## config.mk

```make
export PLATFORM = sky130hd
export DESIGN_NAME = vac_control_regs
export DESIGN_NICKNAME = d
export VERILOG_FILES = /design/src/rtl/vac_pkg.sv /design/src/rtl/vac_control_regs.sv /design/src/rtl/vac_sync.sv
export SDC_FILE = /design/constraint.sdc
export NUM_CORES = 1
export LEC_CHECK = 0
export BUFFER_PORTS_ARGS = -buffer_cell sky130_fd_sc_hd__buf_4
export CAP_MARGIN = 15
export CORE_UTILIZATION = 43
export CTS_BUF_LIST = sky130_fd_sc_hd__clkbuf_4 sky130_fd_sc_hd__clkbuf_8 sky130_fd_sc_hd__clkbuf_16
export CTS_CLUSTER_SIZE = 20
export DETAILED_ROUTE_END_ITERATION = 16
export GPL_ROUTABILITY_DRIVEN = 0
export PLACE_DENSITY = 0.62
export SLEW_MARGIN = 10
export SYNTH_ARGS = -nofsm -noshare
export SYNTH_HDL_FRONTEND = slang
export SYNTH_HIERARCHICAL = 1
export SYNTH_SLANG_ARGS = --single-unit
```

## constraint.sdc

```tcl
create_clock -name mclk -period 2.18 [get_ports mclk]
set_input_delay 0 -clock mclk [delete_from_list [all_inputs] [get_ports mclk]]
set_output_delay 0 -clock mclk [all_outputs]
set_load 0.05 [all_outputs]
```

## src/rtl/vac_pkg.sv

```systemverilog
`default_nettype none
package vac_pkg;

	// ------------------------------------------------------------
	// Register addresses (3-bit address field of a write frame)
	// ------------------------------------------------------------
	localparam logic [2:0] ADDR_OPERATING_CONTROL = 3'h0;
	localparam logic [2:0] ADDR_OFFSET_DAC_CODE = 3'h1;
	localparam logic [2:0] ADDR_GAIN_CODE = 3'h2;
	localparam logic [2:0] ADDR_SAMPLING_OUTPUT_CONTROL = 3'h3;
	localparam logic [2:0] ADDR_FACTORY_TEST_A = 3'h4;
	localparam logic [2:0] ADDR_FACTORY_TEST_B = 3'h5;

	// ------------------------------------------------------------
	// Reset values
	// ------------------------------------------------------------
	localparam logic [7:0] RST_OPERATING_CONTROL = 8'h00;
	localparam logic [7:0] RST_OFFSET_DAC_CODE = 8'h80;
	localparam logic [5:0] RST_GAIN_CODE = 6'h00;
	localparam logic [7:0] RST_SAMPLING_OUTPUT_CONTROL = 8'h00;

	// ------------------------------------------------------------
	// Field positions and write masks
	// ------------------------------------------------------------
	localparam int CTL_SOFT_RESET = 7;
	localparam int CTL_DRIVE_DOUBLE = 5;
	localparam int CTL_INPUT_MODE = 4;
	localparam int CTL_FEED_POS_LSB = 2;
	localparam int CTL_CLOCK_MODE = 1;
	localparam int CTL_POWER_UP = 0;
	localparam logic [7:0] CTL_WRITE_MASK = 8'hBF;
	localparam logic [7:0] SMP_WRITE_MASK = 8'h39;
	localparam int SMP_SOURCE_EXT = 5;
	localparam int SMP_WIDTH_LSB = 3;
	localparam int SMP_SPLIT_ORDER = 0;
	localparam int FRAME_ADDR_LSB = 8;

	// ------------------------------------------------------------
	// Frame, pixel and timing constants
	// ------------------------------------------------------------
	localparam logic [4:0] FRAME_BITS = 5'h10;
	localparam logic [2:0] LAST_SLOT = 3'h7;
	localparam logic [2:0] FEED_BASE_SLOT = 3'h1;
	localparam logic [1:0] TURN_CYCLES = 2'h2;
	localparam int SETTLE_MS = 10;
	localparam int CLK_MHZ = 250;
	localparam int SETTLE_CYCLES = SETTLE_MS * CLK_MHZ * 1000;
	localparam int SETTLE_W = 24;

	typedef struct packed {
		logic [7:0] ctl;
		logic [7:0] ofs;
		logic [5:0] gain;
		logic [7:0] smp;
	} vac_regs_t;

	typedef struct packed {
		vac_regs_t regs;
		logic [15:0] shift;
		logic [4:0] bitCnt;
		logic sclkPrev;
		logic enPrev;
		logic [SETTLE_W-1:0] settle;
		logic [2:0] slot;
		logic [15:0] capture;
		logic dataPulse;
		logic feedPulse;
		logic [1:0] lane;
		logic [1:0] turnCnt;
		logic laneOe;
		logic valid;
	} vac_state_t;

endpackage
`default_nettype wire

```

## src/rtl/vac_control_regs.sv

```systemverilog
`default_nettype none
// What this block does
// Output data valid within 10 ms of change
// Host releases soft reset before other writes
// Unused register bits accepted and ignored
// Soft reset zero forces other registers initial
// Soft reset zero discards other register writes
// Host writes zero to reserved bits
// Control bit 5 selects double lane drive
// Control bit 4 selects correlated sampling mode
// Control bits 3:2 place feed-through pulse
// Feed-through pulse fixed width, correlated mode only
// Control bit 1 selects double-edge clock mode
// Power-down halts all but serial writes
// Register contents survive power-down unchanged
// Offset code resets to 128, zero offset
// Gain code resets to zero, unity gain
// Sampling bit 5 selects external trigger source
// Sampling bits 4:3 set data pulse width
// Width ignored when external trigger selected
// Sampling bit 0 selects split output order
// Frame: five zeros, address, data, MSB first
// Last sixteen edges count; fewer is invalid
// Enable low releases lanes to serial inputs
// Commit on enable rise after full frame
// Settings reach master logic through synchronisers
module vac_control_regs #(
	parameter int SETTLE_CYCLES = vac_pkg::SETTLE_CYCLES
) (
	input wire logic mclk,
	input wire logic rstn,
	input wire logic laneZeroIn,
	input wire logic laneOneIn,
	input wire logic serialEnableLow,
	input wire logic sampleTriggerIn,
	input wire logic [15:0] convData,
	output logic laneZeroOut,
	output logic laneOneOut,
	output logic laneOe,
	output logic dataLevelSamplePulse,
	output logic feedthroughSamplePulse,
	output logic driveDouble,
	output logic correlatedSamplingMode,
	output logic doubleEdgeMode,
	output logic powerUp,
	output logic [7:0] offsetDacCode,
	output logic [5:0] gainCode,
	output logic dataValid
);

	// ------------------------------------------------------------
	// Pin synchronisers
	// ------------------------------------------------------------
	logic [3:0] pinSync;
	logic sclkSync;
	logic sdataSync;
	logic enLowSync;
	logic trigSync;

	vac_sync #(
		.WIDTH(4),
		.RESET_VAL(4'h2)
	) pinSyncInst (
		.mclk(mclk),
		.rstn(rstn),
		.asyncIn({sampleTriggerIn, laneOneIn, serialEnableLow, laneZeroIn}),
		.syncOut(pinSync)
	);

	assign sclkSync = pinSync[0];
	assign enLowSync = pinSync[1];
	assign sdataSync = pinSync[2];
	assign trigSync = pinSync[3];

	vac_pkg::vac_state_t q;
	vac_pkg::vac_state_t d;

	logic sclkRise;
	logic enRise;
	logic commit;
	logic [2:0] wrAddr;
	logic [7:0] wrData;
	logic [2:0] nextSlot;
	logic [1:0] widthCode;
	logic [1:0] posCode;

	function automatic logic [1:0] laneBits(input logic [15:0] word, input logic [2:0] slot,
		input logic split);
		logic [15:0] sh;
		sh = 16'h0000;
		if (split) begin
			sh = word << slot;
			laneBits = {sh[15], sh[7]};
		end else begin
			sh = word << {slot, 1'b0};
			laneBits = {sh[15], sh[14]};
		end
	endfunction

	// ------------------------------------------------------------
	// Next state
	// ------------------------------------------------------------
	always_comb begin
		d = q;
		sclkRise = sclkSync && !q.sclkPrev && !q.laneOe && (q.turnCnt == 2'h0);
		enRise = enLowSync && !q.enPrev;
		commit = enRise && (q.bitCnt == vac_pkg::FRAME_BITS);
		wrAddr = q.shift[vac_pkg::FRAME_ADDR_LSB +: 3];
		wrData = q.shift[7:0];
		d.sclkPrev = sclkSync;
		d.enPrev = enLowSync;

		// The synced pin still shows our own lane data for a few cycles after
		// release; holding the edge detector high stops that tail faking a clock
		if (q.laneOe) begin
			d.turnCnt = vac_pkg::TURN_CYCLES;
		end else if (q.turnCnt != 2'h0) begin
			d.turnCnt = q.turnCnt - 2'h1;
		end
		if (q.laneOe || (q.turnCnt != 2'h0)) begin
			d.sclkPrev = 1'b1;
		end

		// Serial write front end keeps running in power-down
		if (!enLowSync) begin
			if (sclkRise) begin
				d.shift = {q.shift[14:0], sdataSync};
				if (q.bitCnt != vac_pkg::FRAME_BITS) begin
					d.bitCnt = q.bitCnt + 5'h01;
				end
			end
		end else begin
			d.bitCnt = 5'h00;
		end

		if (commit) begin
			case (wrAddr)
				vac_pkg::ADDR_OPERATING_CONTROL: begin
					if (q.regs.ctl[vac_pkg::CTL_SOFT_RESET]) begin
						d.regs.ctl = wrData & vac_pkg::CTL_WRITE_MASK;
					end else begin
						d.regs.ctl[vac_pkg::CTL_SOFT_RESET] = wrData[vac_pkg::CTL_SOFT_RESET];
					end
				end
				vac_pkg::ADDR_OFFSET_DAC_CODE: begin
					if (q.regs.ctl[vac_pkg::CTL_SOFT_RESET]) begin
						d.regs.ofs = wrData;
					end
				end
				vac_pkg::ADDR_GAIN_CODE: begin
					if (q.regs.ctl[vac_pkg::CTL_SOFT_RESET]) begin
						d.regs.gain = wrData[5:0];
					end
				end
				vac_pkg::ADDR_SAMPLING_OUTPUT_CONTROL: begin
					if (q.regs.ctl[vac_pkg::CTL_SOFT_RESET]) begin
						d.regs.smp = wrData & vac_pkg::SMP_WRITE_MASK;
					end
				end
				default: begin
					// Test addresses and unmapped codes take no effect
				end
			endcase
		end

		// Forcing applies every cycle the bit is low, not only on writes
		if (!d.regs.ctl[vac_pkg::CTL_SOFT_RESET]) begin
			d.regs.ctl = vac_pkg::RST_OPERATING_CONTROL;
			d.regs.ofs = vac_pkg::RST_OFFSET_DAC_CODE;
			d.regs.gain = vac_pkg::RST_GAIN_CODE;
			d.regs.smp = vac_pkg::RST_SAMPLING_OUTPUT_CONTROL;
		end

		// Lanes turn round to serial inputs whenever enable is low
		d.laneOe = enLowSync;

		nextSlot = 3'h0;
		widthCode = q.regs.smp[vac_pkg::SMP_WIDTH_LSB +: 2];
		posCode = q.regs.ctl[vac_pkg::CTL_FEED_POS_LSB +: 2];
		if (q.regs.ctl[vac_pkg::CTL_POWER_UP]) begin
			nextSlot = q.slot + 3'h1;
			d.slot = nextSlot;
			if (q.slot == vac_pkg::LAST_SLOT) begin
				d.capture = convData;
			end
			// One slot is one master period, in single-edge and double-edge mode alike
			if (q.regs.smp[vac_pkg::SMP_SOURCE_EXT]) begin
				d.dataPulse = trigSync;
			end else begin
				d.dataPulse = (nextSlot >= (vac_pkg::LAST_SLOT - {1'b0, widthCode}));
			end
			d.feedPulse = q.regs.ctl[vac_pkg::CTL_INPUT_MODE]
				&& (nextSlot == (vac_pkg::FEED_BASE_SLOT + {1'b0, posCode}));
			d.lane = laneBits((q.slot == vac_pkg::LAST_SLOT) ? convData : q.capture,
				nextSlot, q.regs.smp[vac_pkg::SMP_SPLIT_ORDER]);
			if (d.regs != q.regs) begin
				d.settle = SETTLE_CYCLES[vac_pkg::SETTLE_W-1:0];
			end else if (q.settle != '0) begin
				d.settle = q.settle - 1'b1;
			end
			d.valid = (d.settle == '0);
		end else begin
			// Power-down holds the pixel logic at slot 0 with pulses, lanes and valid low; registers are untouched
			d.slot = 3'h0;
			d.dataPulse = 1'b0;
			d.feedPulse = 1'b0;
			d.lane = 2'h0;
			d.valid = 1'b0;
			if (d.regs != q.regs) begin
				d.settle = SETTLE_CYCLES[vac_pkg::SETTLE_W-1:0];
			end
		end
	end

	always_ff @(posedge mclk) begin
		if (!rstn) begin
			q <= '0;
			q.regs.ofs <= vac_pkg::RST_OFFSET_DAC_CODE;
			q.enPrev <= 1'b1;
			q.laneOe <= 1'b1;
		end else begin
			q <= d;
		end
	end

	// ------------------------------------------------------------
	// Outputs
	// ------------------------------------------------------------
	assign laneZeroOut = q.lane[0];
	assign laneOneOut = q.lane[1];
	assign laneOe = q.laneOe;
	assign dataLevelSamplePulse = q.dataPulse;
	assign feedthroughSamplePulse = q.feedPulse;
	assign driveDouble = q.regs.ctl[vac_pkg::CTL_DRIVE_DOUBLE];
	assign correlatedSamplingMode = q.regs.ctl[vac_pkg::CTL_INPUT_MODE];
	assign doubleEdgeMode = q.regs.ctl[vac_pkg::CTL_CLOCK_MODE];
	assign powerUp = q.regs.ctl[vac_pkg::CTL_POWER_UP];
	assign offsetDacCode = q.regs.ofs;
	assign gainCode = q.regs.gain;
	assign dataValid = q.valid;

	// ------------------------------------------------------------
	// Checks
	// ------------------------------------------------------------
	soft_reset_force_a: assert property (@(posedge mclk) disable iff (!rstn)
		!q.regs.ctl[7] |-> (q.regs.ofs == 8'h80) && (q.regs.gain == 6'h00)
		&& (q.regs.smp == 8'h00) && (q.regs.ctl[6:0] == 7'h00))
		else $error("registers not forced while soft reset is low");

	locked_write_a: assert property (@(posedge mclk) disable iff (!rstn)
		(commit && !q.regs.ctl[7] && (wrAddr != 3'h0)) |=> $stable(q.regs))
		else $error("write accepted while soft reset is low");

	short_frame_a: assert property (@(posedge mclk) disable iff (!rstn)
		(enRise && (q.bitCnt != 5'h10)) |=> $stable(q.regs))
		else $error("short frame changed a register");

	lane_release_a: assert property (@(posedge mclk) disable iff (!rstn)
		(!enLowSync) [*2] |-> !laneOe)
		else $error("lanes driven while serial enable is low");

	pdown_halt_a: assert property (@(posedge mclk) disable iff (!rstn)
		!powerUp |=> !dataLevelSamplePulse && !feedthroughSamplePulse && !dataValid)
		else $error("pulse logic running in power-down");

	pdown_retain_a: assert property (@(posedge mclk) disable iff (!rstn)
		(!powerUp && !commit) |=> $stable(q.regs))
		else $error("register changed in power-down without a write");

	feed_mode_only_a: assert property (@(posedge mclk) disable iff (!rstn)
		!correlatedSamplingMode |=> !feedthroughSamplePulse)
		else $error("feed-through pulse outside correlated mode");

	trig_source_a: assert property (@(posedge mclk) disable iff (!rstn)
		(powerUp && q.regs.smp[5]) |=> (dataLevelSamplePulse == $past(trigSync)))
		else $error("data pulse does not follow external trigger");

	settle_hold_a: assert property (@(posedge mclk) disable iff (!rstn)
		(d.regs != q.regs) |=> !dataValid [*8])
		else $error("data valid too soon after register change");

	settle_bound_a: assert property (@(posedge mclk) disable iff (!rstn)
		((q.settle == '0) && powerUp && (d.regs == q.regs)) |=> dataValid)
		else $error("data not valid after settle period");

	settle_range_a: assert property (@(posedge mclk) disable iff (!rstn)
		q.settle <= SETTLE_CYCLES[vac_pkg::SETTLE_W-1:0])
		else $error("settle counter out of range");

	data_fall_a: assert property (@(posedge mclk) disable iff (!rstn)
		(powerUp && !q.regs.smp[5] && (q.slot == 3'h7)) |=> !dataLevelSamplePulse)
		else $error("data pulse falling edge moved");

	data_rise_a: assert property (@(posedge mclk) disable iff (!rstn)
		(powerUp && !q.regs.smp[5] && (q.slot == 3'h6)) |=> dataLevelSamplePulse)
		else $error("data pulse missing before its fixed fall");

	lane_drive_a: assert property (@(posedge mclk) disable iff (!rstn)
		(enLowSync) [*2] |-> laneOe)
		else $error("lanes not driven while serial enable is high");

	turn_quiet_a: assert property (@(posedge mclk) disable iff (!rstn)
		(q.laneOe || (q.turnCnt != 2'h0)) |=> $stable(q.shift))
		else $error("link bit taken while lanes turn round");

endmodule
`default_nettype wire

```

## src/rtl/vac_sync.sv

```systemverilog
`default_nettype none
module vac_sync #(
	parameter int WIDTH = 1,
	parameter logic [WIDTH-1:0] RESET_VAL = '0
) (
	input wire logic mclk,
	input wire logic rstn,
	input wire logic [WIDTH-1:0] asyncIn,
	output logic [WIDTH-1:0] syncOut
);

	typedef struct packed {
		logic [WIDTH-1:0] meta;
		logic [WIDTH-1:0] stable;
	} vac_sync_state_t;

	vac_sync_state_t q;
	vac_sync_state_t d;

	// First stage is read only by the second stage
	always_comb begin
		d.meta = asyncIn;
		d.stable = q.meta;
	end

	always_ff @(posedge mclk) begin
		if (!rstn) begin
			q <= {RESET_VAL, RESET_VAL};
		end else begin
			q <= d;
		end
	end

	assign syncOut = q.stable;

endmodule
`default_nettype wire

```

### After elaboration in Yosys (flattened, before gate mapping)

Cells that the tools add are included.

| operators by class | value |
|---|---|
| add/sub/neg operators | 6 |
| magnitude comparators | 1 |
| equal/unequal tests | 8 |
| shifts and indexed selects | 2 |
| muxes and demuxes | 21 |
| bitwise logic cells | 2 |
| reductions and logical operators | 21 |

Operators with widths:

| cell | count |
|---|---|
| $mux 24 | 4 |
| $mux 30 | 2 |
| $mux 8 | 5 |
| $ne 30x30->1 | 1 |
| $mux 27 | 1 |
| $logic_not 24->1 | 1 |
| $reduce_bool 24->1 | 1 |
| $sub 24x1->24 const B | 1 |
| $mux 16 | 1 |
| $shl 16x3->16 | 1 |
| $shl 16x4->16 | 1 |
| $mux 6 | 2 |
| $mux 7 | 1 |
| $eq 3x2->1 const B | 2 |
| $logic_and 1x1->1 | 6 |
| $mux 2 | 3 |
| $reduce_and 2->1 | 3 |
| $reduce_bool 2->1 | 3 |
| $add 5x1->5 const B | 1 |
| $eq 5x5->1 const B | 1 |
| $ne 5x5->1 const B | 1 |
| $reduce_or 2->1 | 2 |
| $add 1x2->3 const A | 1 |
| $add 3x1->3 const B | 1 |
| other kinds (12) | 15 |

| storage, ports and cells | value |
|---|---|
| register bits after elaboration | 106 |
| input bits | 22 |
| output and inout port bits | 24 |
| logic and storage cells | 80 |

### Depth between registers and ports, before layout

Gate-level depths: netlist of the first run.

| depth | value |
|---|---|
| word-level depth | 9 |
| mapped depth | 11 |
| mapped depth without buffers | 9 |

### Modules after synthesis

The synthesis of the first run kept the hierarchy.

By module, submodules not included:

| module | instances | cells an instance | area an instance (um^2) | seq. area each (um^2) |
|---|---|---|---|---|
| vac_control_regs | 1 | 640 | 5474.0 | 1961.9 |
| vac_sync | 1 | 16 | 210.2 | 160.2 |

### Worst setup path after synthesis of the first run

Ideal clock, no wire load.

| timing path | value |
|---|---|
| kind | flip-flop to flip-flop |
| from | register, netlist name laneOe |
| to | register q (netlist bit dataValid) |
| library setup time | 0.116 ns |
| arrival | 2.323 ns |
| required time | 2.064 ns |
| path slack | -0.259 ns |
| stages on the path, launching flop included | 10 |
| buffers on the path | 2 |
| clock period less this slack | 2.439 ns |
| path through | dfxtp_1 > or4b_4 > or3_1 > buf_2 > o32a_1 > o2111ai_2 > a2111oi_4 > and3_1 > buf_6 > and3_1 |

RTL lines:

| element | RTL line | text |
|---|---|---|
| to (decl) | vac_control_regs.sv:75 | `vac_pkg::vac_state_t q;` |

### Final worst setup path of the first run

| timing path | value |
|---|---|
| from | register q[68] in the netlist's numbering |
| to | register q[28] in the netlist's numbering |

| between the ends | value |
|---|---|
| cells in the longest elaborated chain, start to end | 8 |
| elaborated cells between the ends (all ways) | 15 |
| classes of those cells | eq/ne (4); mux (9); reduce/logical (2) |

Ends and longest elaborated chain:

| element | RTL line | text |
|---|---|---|
| $eq 3x2->1, or another cell as far along | vac_control_regs.sv:137 | `case (wrAddr)` |
| $mux 8 / $mux 6 (equally long branches) | vac_control_regs.sv:137 |  |
| $mux 30 * | vac_control_regs.sv:136 | `if (commit) begin` |
| $mux 30 * | vac_control_regs.sv:167 | `if (!d.regs.ctl[vac_pkg::CTL_SOFT_RESET]) begin` |
| $ne 30x30->1 * | vac_control_regs.sv:196, vac_control_regs.sv:209 |  |
| $mux 24 | vac_control_regs.sv:196 | `if (d.regs != q.regs) begin` |
| $mux 24 | vac_control_regs.sv:180 | `if (q.regs.ctl[vac_pkg::CTL_POWER_UP]) begin` |
| $mux 27 | vac_control_regs.sv:180 |  |

Mark *: on every way between the ends. The rest lies on a longest branch, timed or not. The select of a mux whose other input is x is not followed.
A chain may end at the register's enable or synchronous reset.

==> impl_metrics.yaml, run 1 <==
run_status:
  status: "finished, violations left"
  violations: "negative setup slack"
setup_path:
  crit_path_end_kind: "register"
  path_cells: "or4b_4 -> o31ai_4 -> o21ai_2 -> buf_6 -> a2111oi_4 -> nand4_2 -> buf_12 -> a211oi_2"
  reg2reg_slack_ps: -140
  max_stage_delay_ps: 550
  cp-start-kind: "register"
  cpMaxStageDelayCell: "or4b_4"
  critPathArrivalTime_ps: 2600
  required_ps: 2460
  crit_fanout: 16
  worst-setup-path-type: "reg2reg"
route:
  vias: 5223
  dr.pass1.iters: 5
  viasPerCell: 5.47
  first_iter_violations: 320
  drcViolationCount: 0
  wirelength_um: 15500
  ant_nets: 0
  wire_per_inst_um: 16.2
layout:
  fillCellCount: 1115
  syn2layout_area_growth_pct: 30.6
  multi_input_area_mm2: 0.00333
  register_area_mm2: 0.00214
  final_area_mm2: 0.00743
  drive_gt1_frac: 0.292
  post-route-util: 0.581
  antenna_cells: 0
  fin_nets: 809
yosys:
  ys_top_cells_by_area: "dfxtp_1, nor2_1, mux2i_1"
  avgSynthCellArea_um2: 8.66
  synth_top_area_cell: "dfxtp_1"
  yosysWarnings: 6
  ys_async_sr_fraction: 0
  synth_edf_count: 0
  synth_area_mm2: 0.00568
  synth_ff_type: "dfxtp_1"
  ys_types: 75
  synth_cells: 656
  ys_seq_area_frac: 0.373
  synth_seq_cells: 106
  synth_top_area_share: 0.373
  synth_nets: 687
sta:
  fin_skew_ps: 7.87
  worst_slew_pin_slew_ps: 800
  setup_viol: 25
  grt_setup_unrepaired: "true"
  slew_violations: 0
  post-route-period-util: 1.06
  holdWs_ps: 55.1
  finalHoldViolations: 0
  worst_slack_ps: -138
  period_minus_slack_ps: 2320
  relSlewSlack: 0.466
  clock.fmax_mhz: 431
grt:
  grt_pass1_wl_um: 25300
  grt_antenna_before_repair: 0
  grt_pass1_vias: 5188
  grt_remaining_overflow: 0
  grt_usage: 0.241
  grt_max_degree: 55
clocking:
  cts.path.max_buffers: 2
  h-tree-depth: 3
  cts_buffers: 9
  insertion_delay_ps: 360
  cts_tree: "done"
  clock-root-buffer: "clkbuf_16"
  cts_sinks: 106
  clk_pin_slew_worst_paths_ps: 70
place:
  pre_cts_ws_ps: -235
  port_buffers: 45
  dpl_cell_area_mm2: 0.00663
  hpwlAfterDp_um: 10600
floorplanning:
  die_h_um: 117
  die_area_mm2: 0.0137
  dieWidth_um: 117
  rows: 41
  core_mm2: 0.0128
  initial_core_util: 0.445
  boundaryPins: 46
power_and_ir_drop:
  p_per_area_mw_per_mm2: 497
  p_comb_frac: 0.032
  clockPowerShare: 0.440
  irDropWorstVdd_mv: 0.313
  power_frac_seq: 0.528
  p_total_w: 0.00369
  internal-power_w: 0.00288
  swShare: 0.219
  p_switching_w: 0.000808
  p_leak_nw: 2.82
job:
  max_cap_violations: 0
worst_hold_path:
  hold_path.class: "in2reg"
cell usage in the layout (no fill, tap or decap), types with 5 or more instances in the layout:
cell type / count
buf_4: 135
dfxtp_1: 99
nor2_1: 74
nand2_1: 62
a21oi_1: 30
mux2i_1: 25
inv_1: 23
xnor2_1: 20
o21ai_0: 19
dlygate4sd3_1: 18
nor3_1: 17
nor2b_1: 16
a21boi_0: 15
nand2b_1: 13
xor2_1: 13
and2_1: 12
nor4_1: 11
nor2_2: 10
and3_1: 9
nand3_1: 9
clkbuf_16: 9
a21boi_2: 8
mux4_2: 8
ha_1: 7
buf_12: 5
repair_timing:
item / 4_1_cts / 5_1_grt
hold buffers: 18 / 0
cloned: 1 / 0
setup buffers: 12 / 7
pin swaps: 7 / 8
gates resized for setup: 26 / 10
setup endpoints to repair: 25 / 38
hold endpoints to repair: 18 / 0
Yosys cell counts, types with 15 or more instances:
cell type,instances
dfxtp_1,106
nor2_1,74
nand2_1,62
a21oi_1,31
clkbuf_1,25
inv_1,25
mux2i_1,25
o21ai_0,20
xnor2_1,20
nor3_1,17
nor2b_1,16
a21boi_0,15
area by class of cell:
type / count / area share
inverters: 25 / 0.0126
flip-flops and latches: 106 / 0.288
multi-input cells: 474 / 0.449
clock inverters: 3 / 0.00320
clock buffers: 13 / 0.0361
repair buffers: 162 / 0.182
well taps: 172 / 0.0290
per-stage QoR:
stage | setup TNS (ps) | instances
2_1_floorplan | -1200 | 656
3_3_place_gp | -1310 | 902
3_5_place_dp | -4160 | 902
4_1_cts | -1850 | 949
5_1_grt | -4700 | 955
6_report | -1610 | 955
power by group through the flow:
stage          combinational [W]  sequential, W  clock, W
2_1_floorplan          0.0000365        0.00199         0
3_3_place_gp           0.0000889        0.00199         0
4_1_cts                 0.000118        0.00195   0.00166
3_5_place_dp           0.0000909        0.00199         0
6_report                0.000118        0.00195   0.00162
5_1_grt                 0.000127        0.00195   0.00175
kinds of logic after synthesis:
logic type | Yosys count | share of synthesized area
AND/OR/NAND/NOR | 270 | 0.244
adder cells (fa/ha/maj) | 9 | 0.0198
flip-flops | 106 | 0.373
XOR/XNOR | 33 | 0.0508
AO/OA/AOI/OAI | 125 | 0.163
multiplexers | 37 | 0.0836
buffers and inverters | 76 | 0.0649
worst paths after layout:
kind,cells after the start,start,to
min,4,convData[9],q[17]
max reg2reg,8,q[68],q[28]
min reg2reg,1,pinSyncInst/d[0],pinSyncInst/syncOut[0]
max,8,q[68],q[28]
flip-flops by register name (all words and copies together), names as in the netlist, 2 cells and up:
signal and count:
gainCode 6, offsetDacCode 8, pinSyncInst/d 4, pinSyncInst/syncOut 4, posCode 2, q 72
worst max-delay path: cells and delay by family (launching register included):
kind            cells  cell delay (ps)
buf+inv             2              350
compound gates      4              810
simple gates        2              730
flops               1              350
per-layer routing:
metal | vias to the layer above | track usage | wire, µm
met1 | 2496 | 0.295 | 6940
met4 | 0 | 0.121 | 464
met2 | 156 | 0.404 | 7280
li1 | 2531 | - | -
met3 | 40 | 0.0469 | 768
met5 | - | 0 | 0
Note: power is estimated with default switching activity, not from simulation.
==> run 2, diff against run 1 <==
- CELL_PAD_IN_SITES_DETAIL_PLACEMENT: not set -> 1
- CELL_PAD_IN_SITES_GLOBAL_PLACEMENT: not set -> 1
- CORE_UTILIZATION: 43 -> 41
- PLACE_DENSITY: 0.62 -> 0.74
- SKIP_CTS_REPAIR_TIMING: not set -> 1
==> impl_metrics.yaml, run 2 (synthesis gave the netlist of run 1 again) <==
clocking:
  h-tree-depth: 3
  cts_tree: "done"
  cts_sinks: 106
  insertion_delay_ps: 360
  clk_pin_slew_worst_paths_ps: 70
  cts_buffers: 9
  cts.path.max_buffers: 2
  clock-root-buffer: "clkbuf_16"
job:
  max_cap_violations: 0
layout:
  antenna_cells: 0
  fillCellCount: 1551
  final_common_cell: "buf_4"
  multi_input_area_mm2: 0.00329
  fin_nets: 798
  top_register: "q"
  layout.cells.non_filler: 948
  layout_common_cells: "buf_4, dfxtp_1, nor2_1"
  drive_gt1_frac: 0.273
  register_area_mm2: 0.00213
  syn2layout_area_growth_pct: 28.9
  post-route-util: 0.547
  largest_register_ffs: 72
sta:
  clock.fmax_mhz: 415
  worst_slack_ps: -227
  worst_slew_pin_slew_ps: 857
  grt_setup_unrepaired: "true"
  finalSetupTns_ps: -4200
  relSlewSlack: 0.428
  period_minus_slack_ps: 2410
  finalHoldViolations: 0
  setup_viol: 25
  post-route-period-util: 1.10
  slew_violations: 0
  fin_skew_ps: 6.58
setup_path:
  critPathTopFamily: "simple AND/OR/NAND/NOR gates"
  path_common_cell: "and3_4"
  max_stage_delay_ps: 540
  cp-start-kind: "register"
  critPathArrivalTime_ps: 2670
  worst-setup-path-type: "reg2reg"
  critPathBufInv: 2
  cpMaxStageDelayCell: "or4b_4"
  crit_fanout: 5
  crit_path_end_kind: "register"
  path_cells: "or4b_4 -> buf_4 -> or3_1 -> o32a_1 -> o2111ai_2 -> a2111oi_4 -> and3_4 -> buf_12 -> and3_4"
  required_ps: 2440
route:
  dr.pass1.iters: 5
  first_iter_violations: 299
  wirelength_um: 18100
  vias: 5327
  drcViolationCount: 0
  viasPerCell: 5.62
  wire_per_inst_um: 19.1
  ant_nets: 0
power_and_ir_drop:
  irDropWorstVdd_mv: 0.332
  p_total_w: 0.00400
  p_leak_nw: 2.78
  p_per_area_mw_per_mm2: 546
floorplanning:
  dieWidth_um: 120
  die_area_mm2: 0.0143
  core_mm2: 0.0134
  die_h_um: 120
  initial_core_util: 0.424
  rows: 42
  boundaryPins: 46
worst_hold_path:
  hold_path.class: "in2reg"
place:
  placed_cells: 910
  port_buffers: 45
  hpwlAfterDp_um: 12800
grt:
  grt_usage: 0.254
  grt_antenna_before_repair: 0
  grt_pass1_vias: 5505
  grt_max_degree: 55
  grt_pass1_wl_um: 28000
  grt_remaining_overflow: 0
run_status:
  status: "finished, violations left"
  violations: "negative setup slack"
[run 2: cell count changes in the layout (fill, tap and decap cells not counted), moves of 3 or more]
cell | previous run | this run
dfxtp_1 | 99 | 103
dfxtp_2 | 4 | 1
bufinv_16 | 0 | 3
buf_4 | 135 | 127
[run 2: area by class of cell]
| cell class | instances | share of cell area |
|---|---|---|
| sequential | 106 | 0.291 |
| timing repair buffer | 151 | 0.169 |
| clock buffer | 9 | 0.0307 |
| tap | 176 | 0.0300 |
| multi-input combinational | 474 | 0.449 |
| inverter | 25 | 0.0128 |
| clock inverter | 7 | 0.0169 |
[run 2: worst paths after layout]
check / start / endpoint / slack, ps / depth (start not counted)
setup / recovery: q[68] / dataValid / -230 / 9
hold / removal: convData[10] / q[18] / 50 / 4
setup reg to reg: q[68] / dataValid / -230 / 9
hold reg to reg: pinSyncInst/d[2] / pinSyncInst/syncOut[2] / 440 / 1
[run 2: tightest hold or removal path: stages]
cell and delay (ps):
buf_4 90, mux2i_1 90, nand2_1 80, o211a_1 130
[run 2: routing by layer]
| layer | vias to the layer above | share of wire | GRT usage |
|---|---|---|---|
| li1 | 2508 | - | - |
| met1 | 2612 | 0.41 | 0.291 |
| met2 | 144 | 0.51 | 0.451 |
| met3 | 63 | 0.035 | 0.0352 |
| met4 | 0 | 0.045 | 0.140 |
| met5 | - | 0 | 0 |
[run 2: report_power, final]
part           internal, W  leakage (nW)  switching [W]
Sequential         0.00194         0.857     0.00000479
Combinational    0.0000717          1.75      0.0000493
Clock              0.00114         0.168       0.000801
[run 2: stage by stage]
stage	worst slack [ps]	instance area (µm²)	hold WS [ps]
4_1_cts	-318	6990	-187
5_1_grt	-370	7330	93.1
2_1_floorplan	-128	5700	73.0
3_5_place_dp	-292	6640	192
6_report	-227	7330	52.7
3_3_place_gp	-132	6640	193
==> run 3, diff against run 2 <==
- BUFFER_PORTS_ARGS: -buffer_cell sky130_fd_sc_hd__buf_4 -> not set
- CORE_UTILIZATION: 41 -> 43
- DONT_BUFFER_PORTS: not set -> 1
==> impl_metrics.yaml, run 3 (synthesis gave the netlist of run 1 again) <==
place:
  placed_cells: 873
  pre_cts_ws_ps: -258
  port_buffers: 0
  hpwlAfterDp_um: 12400
sta:
  worst_slew_pin_slew_ps: 581
  fin_skew_ps: 11.0
  setup_viol: 25
  grt_setup_unrepaired: "true"
  finalHoldViolations: 1
  slew_violations: 0
  relSlewSlack: 0.613
  clock.fmax_mhz: 414
  post-route-period-util: 1.11
  worst_slack_ps: -236
  period_minus_slack_ps: 2420
  holdWs_ps: -19.5
layout:
  antenna_cells: 0
  layout.cells.non_filler: 920
  syn2layout_area_growth_pct: 25.7
  layout_common_cells: "dfxtp_1, buf_4, nor2_1"
  final_common_cell: "dfxtp_1"
  fin_nets: 774
  post-route-util: 0.559
  largest_register_ffs: 72
  top_register: "q"
  drive_gt1_frac: 0.250
route:
  ant_nets: 0
  vias: 5251
  viasPerCell: 5.71
  wirelength_um: 18400
  wire_per_inst_um: 20.0
  first_iter_violations: 299
  dr.pass1.iters: 4
  drcViolationCount: 0
power_and_ir_drop:
  swShare: 0.213
  p_total_w: 0.00380
  internal-power_w: 0.00299
  p_comb_frac: 0.027
  p_switching_w: 0.000808
  p_leak_nw: 2.63
  p_per_area_mw_per_mm2: 531
  irDropWorstVdd_mv: 0.353
  power_frac_seq: 0.513
  clockPowerShare: 0.460
setup_path:
  cp-start-kind: "register"
  max_stage_delay_ps: 570
  cpMaxStageDelayCell: "or4b_4"
  worst-setup-path-type: "reg2reg"
  crit_fanout: 8
  critPathBufInv: 3
  critPathTopFamily: "simple AND/OR/NAND/NOR gates"
  path_cells: "or4b_4 -> o31ai_4 -> o21ai_2 -> buf_6 -> a2111oi_4 -> nand4_2 -> buf_12 -> buf_4 -> nor2_2"
  critPathArrivalTime_ps: 2710
  required_ps: 2470
  crit_path_end_kind: "register"
floorplanning:
  die_area_mm2: 0.0137
  dieWidth_um: 117
  boundaryPins: 46
  rows: 41
  initial_core_util: 0.445
  die_h_um: 117
  core_mm2: 0.0128
grt:
  grt_antenna_before_repair: 0
  grt_pass1_wl_um: 27700
  grt_remaining_overflow: 0
  grt_pass1_vias: 5386
  grt_usage: 0.266
  grt_max_degree: 56
clocking:
  insertion_delay_ps: 360
  clk_pin_slew_worst_paths_ps: 70
  cts.path.max_buffers: 2
  cts_buffers: 9
  cts_tree: "done"
  clock-root-buffer: "clkbuf_16"
  h-tree-depth: 3
  cts_sinks: 106
run_status:
  status: "finished, violations left"
  violations: "negative hold slack, negative setup slack"
job:
  max_cap_violations: 0
worst_hold_path:
  hold_path.class: "in2reg"
[run 3: changes by cell type in the layout (fill, tap and decap cells not counted), moves of 2 or more]
cell           change
buf_4             -29
bufinv_16          -2
clkbuf_4           +2
clkbuf_8           +2
dfxtp_2            +2
dlygate4sd3_1      +2
inv_1              -2
inv_2              +2
nor2_4             +2
o41ai_1            +2
o41ai_2            -2
[run 3: final timing paths]
kind	from	end	slack, ps	cells past startpoint
setup reg to reg	q[67]	q[31]	-240	9
setup / recovery	q[67]	q[31]	-240	9
hold reg to reg	pinSyncInst/d[2]	pinSyncInst/syncOut[2]	440	1
hold / removal	convData[10]	q[18]	-20	3
[run 3: stage by stage]
stage	instance area (µm²)	TNS [ps]
2_1_floorplan	5700	-1200
3_3_place_gp	6390	-657
3_5_place_dp	6390	-4670
4_1_cts	6700	-5210
5_1_grt	7140	-7310
6_report	7140	-4450
[run 3: layer usage]
| layer | vias up | track usage | part of all wire |
|---|---|---|---|
| met5 | - | 0 | 0 |
| met3 | 42 | 0.0592 | 0.044 |
| met2 | 123 | 0.484 | 0.52 |
| li1 | 2465 | - | - |
| met1 | 2621 | 0.305 | 0.41 |
| met4 | 0 | 0.0996 | 0.028 |
[run 3: area by class of cell]
cell class                 instances  area, µm²
clock buffer                      13        268
clock inverter                     3       46.3
fill                            1476       5630
inverter                          25       93.8
multi-input combinational        474       3300
sequential                       106       2130
tap                              172        215
timing repair buffer             127       1090
[run 3: power groups by stage]
stage | clock [W] | sequential (W) | combinational (W)
2_1_floorplan | 0 | 0.00199 | 0.0000365
3_3_place_gp | 0 | 0.00199 | 0.0000406
3_5_place_dp | 0 | 0.00199 | 0.0000418
4_1_cts | 0.00177 | 0.00195 | 0.0000422
5_1_grt | 0.00185 | 0.00195 | 0.000109
6_report | 0.00175 | 0.00195 | 0.000102
[run 3: worst register-to-register path, cell delays in order, from the launching register on]
cell and delay [ps]:
dfxtp_2 330, or4b_4 570, o31ai_4 200, o21ai_2 120
buf_6 150, a2111oi_4 390, nand4_2 170, buf_12 180
buf_4 140, nor2_2 100
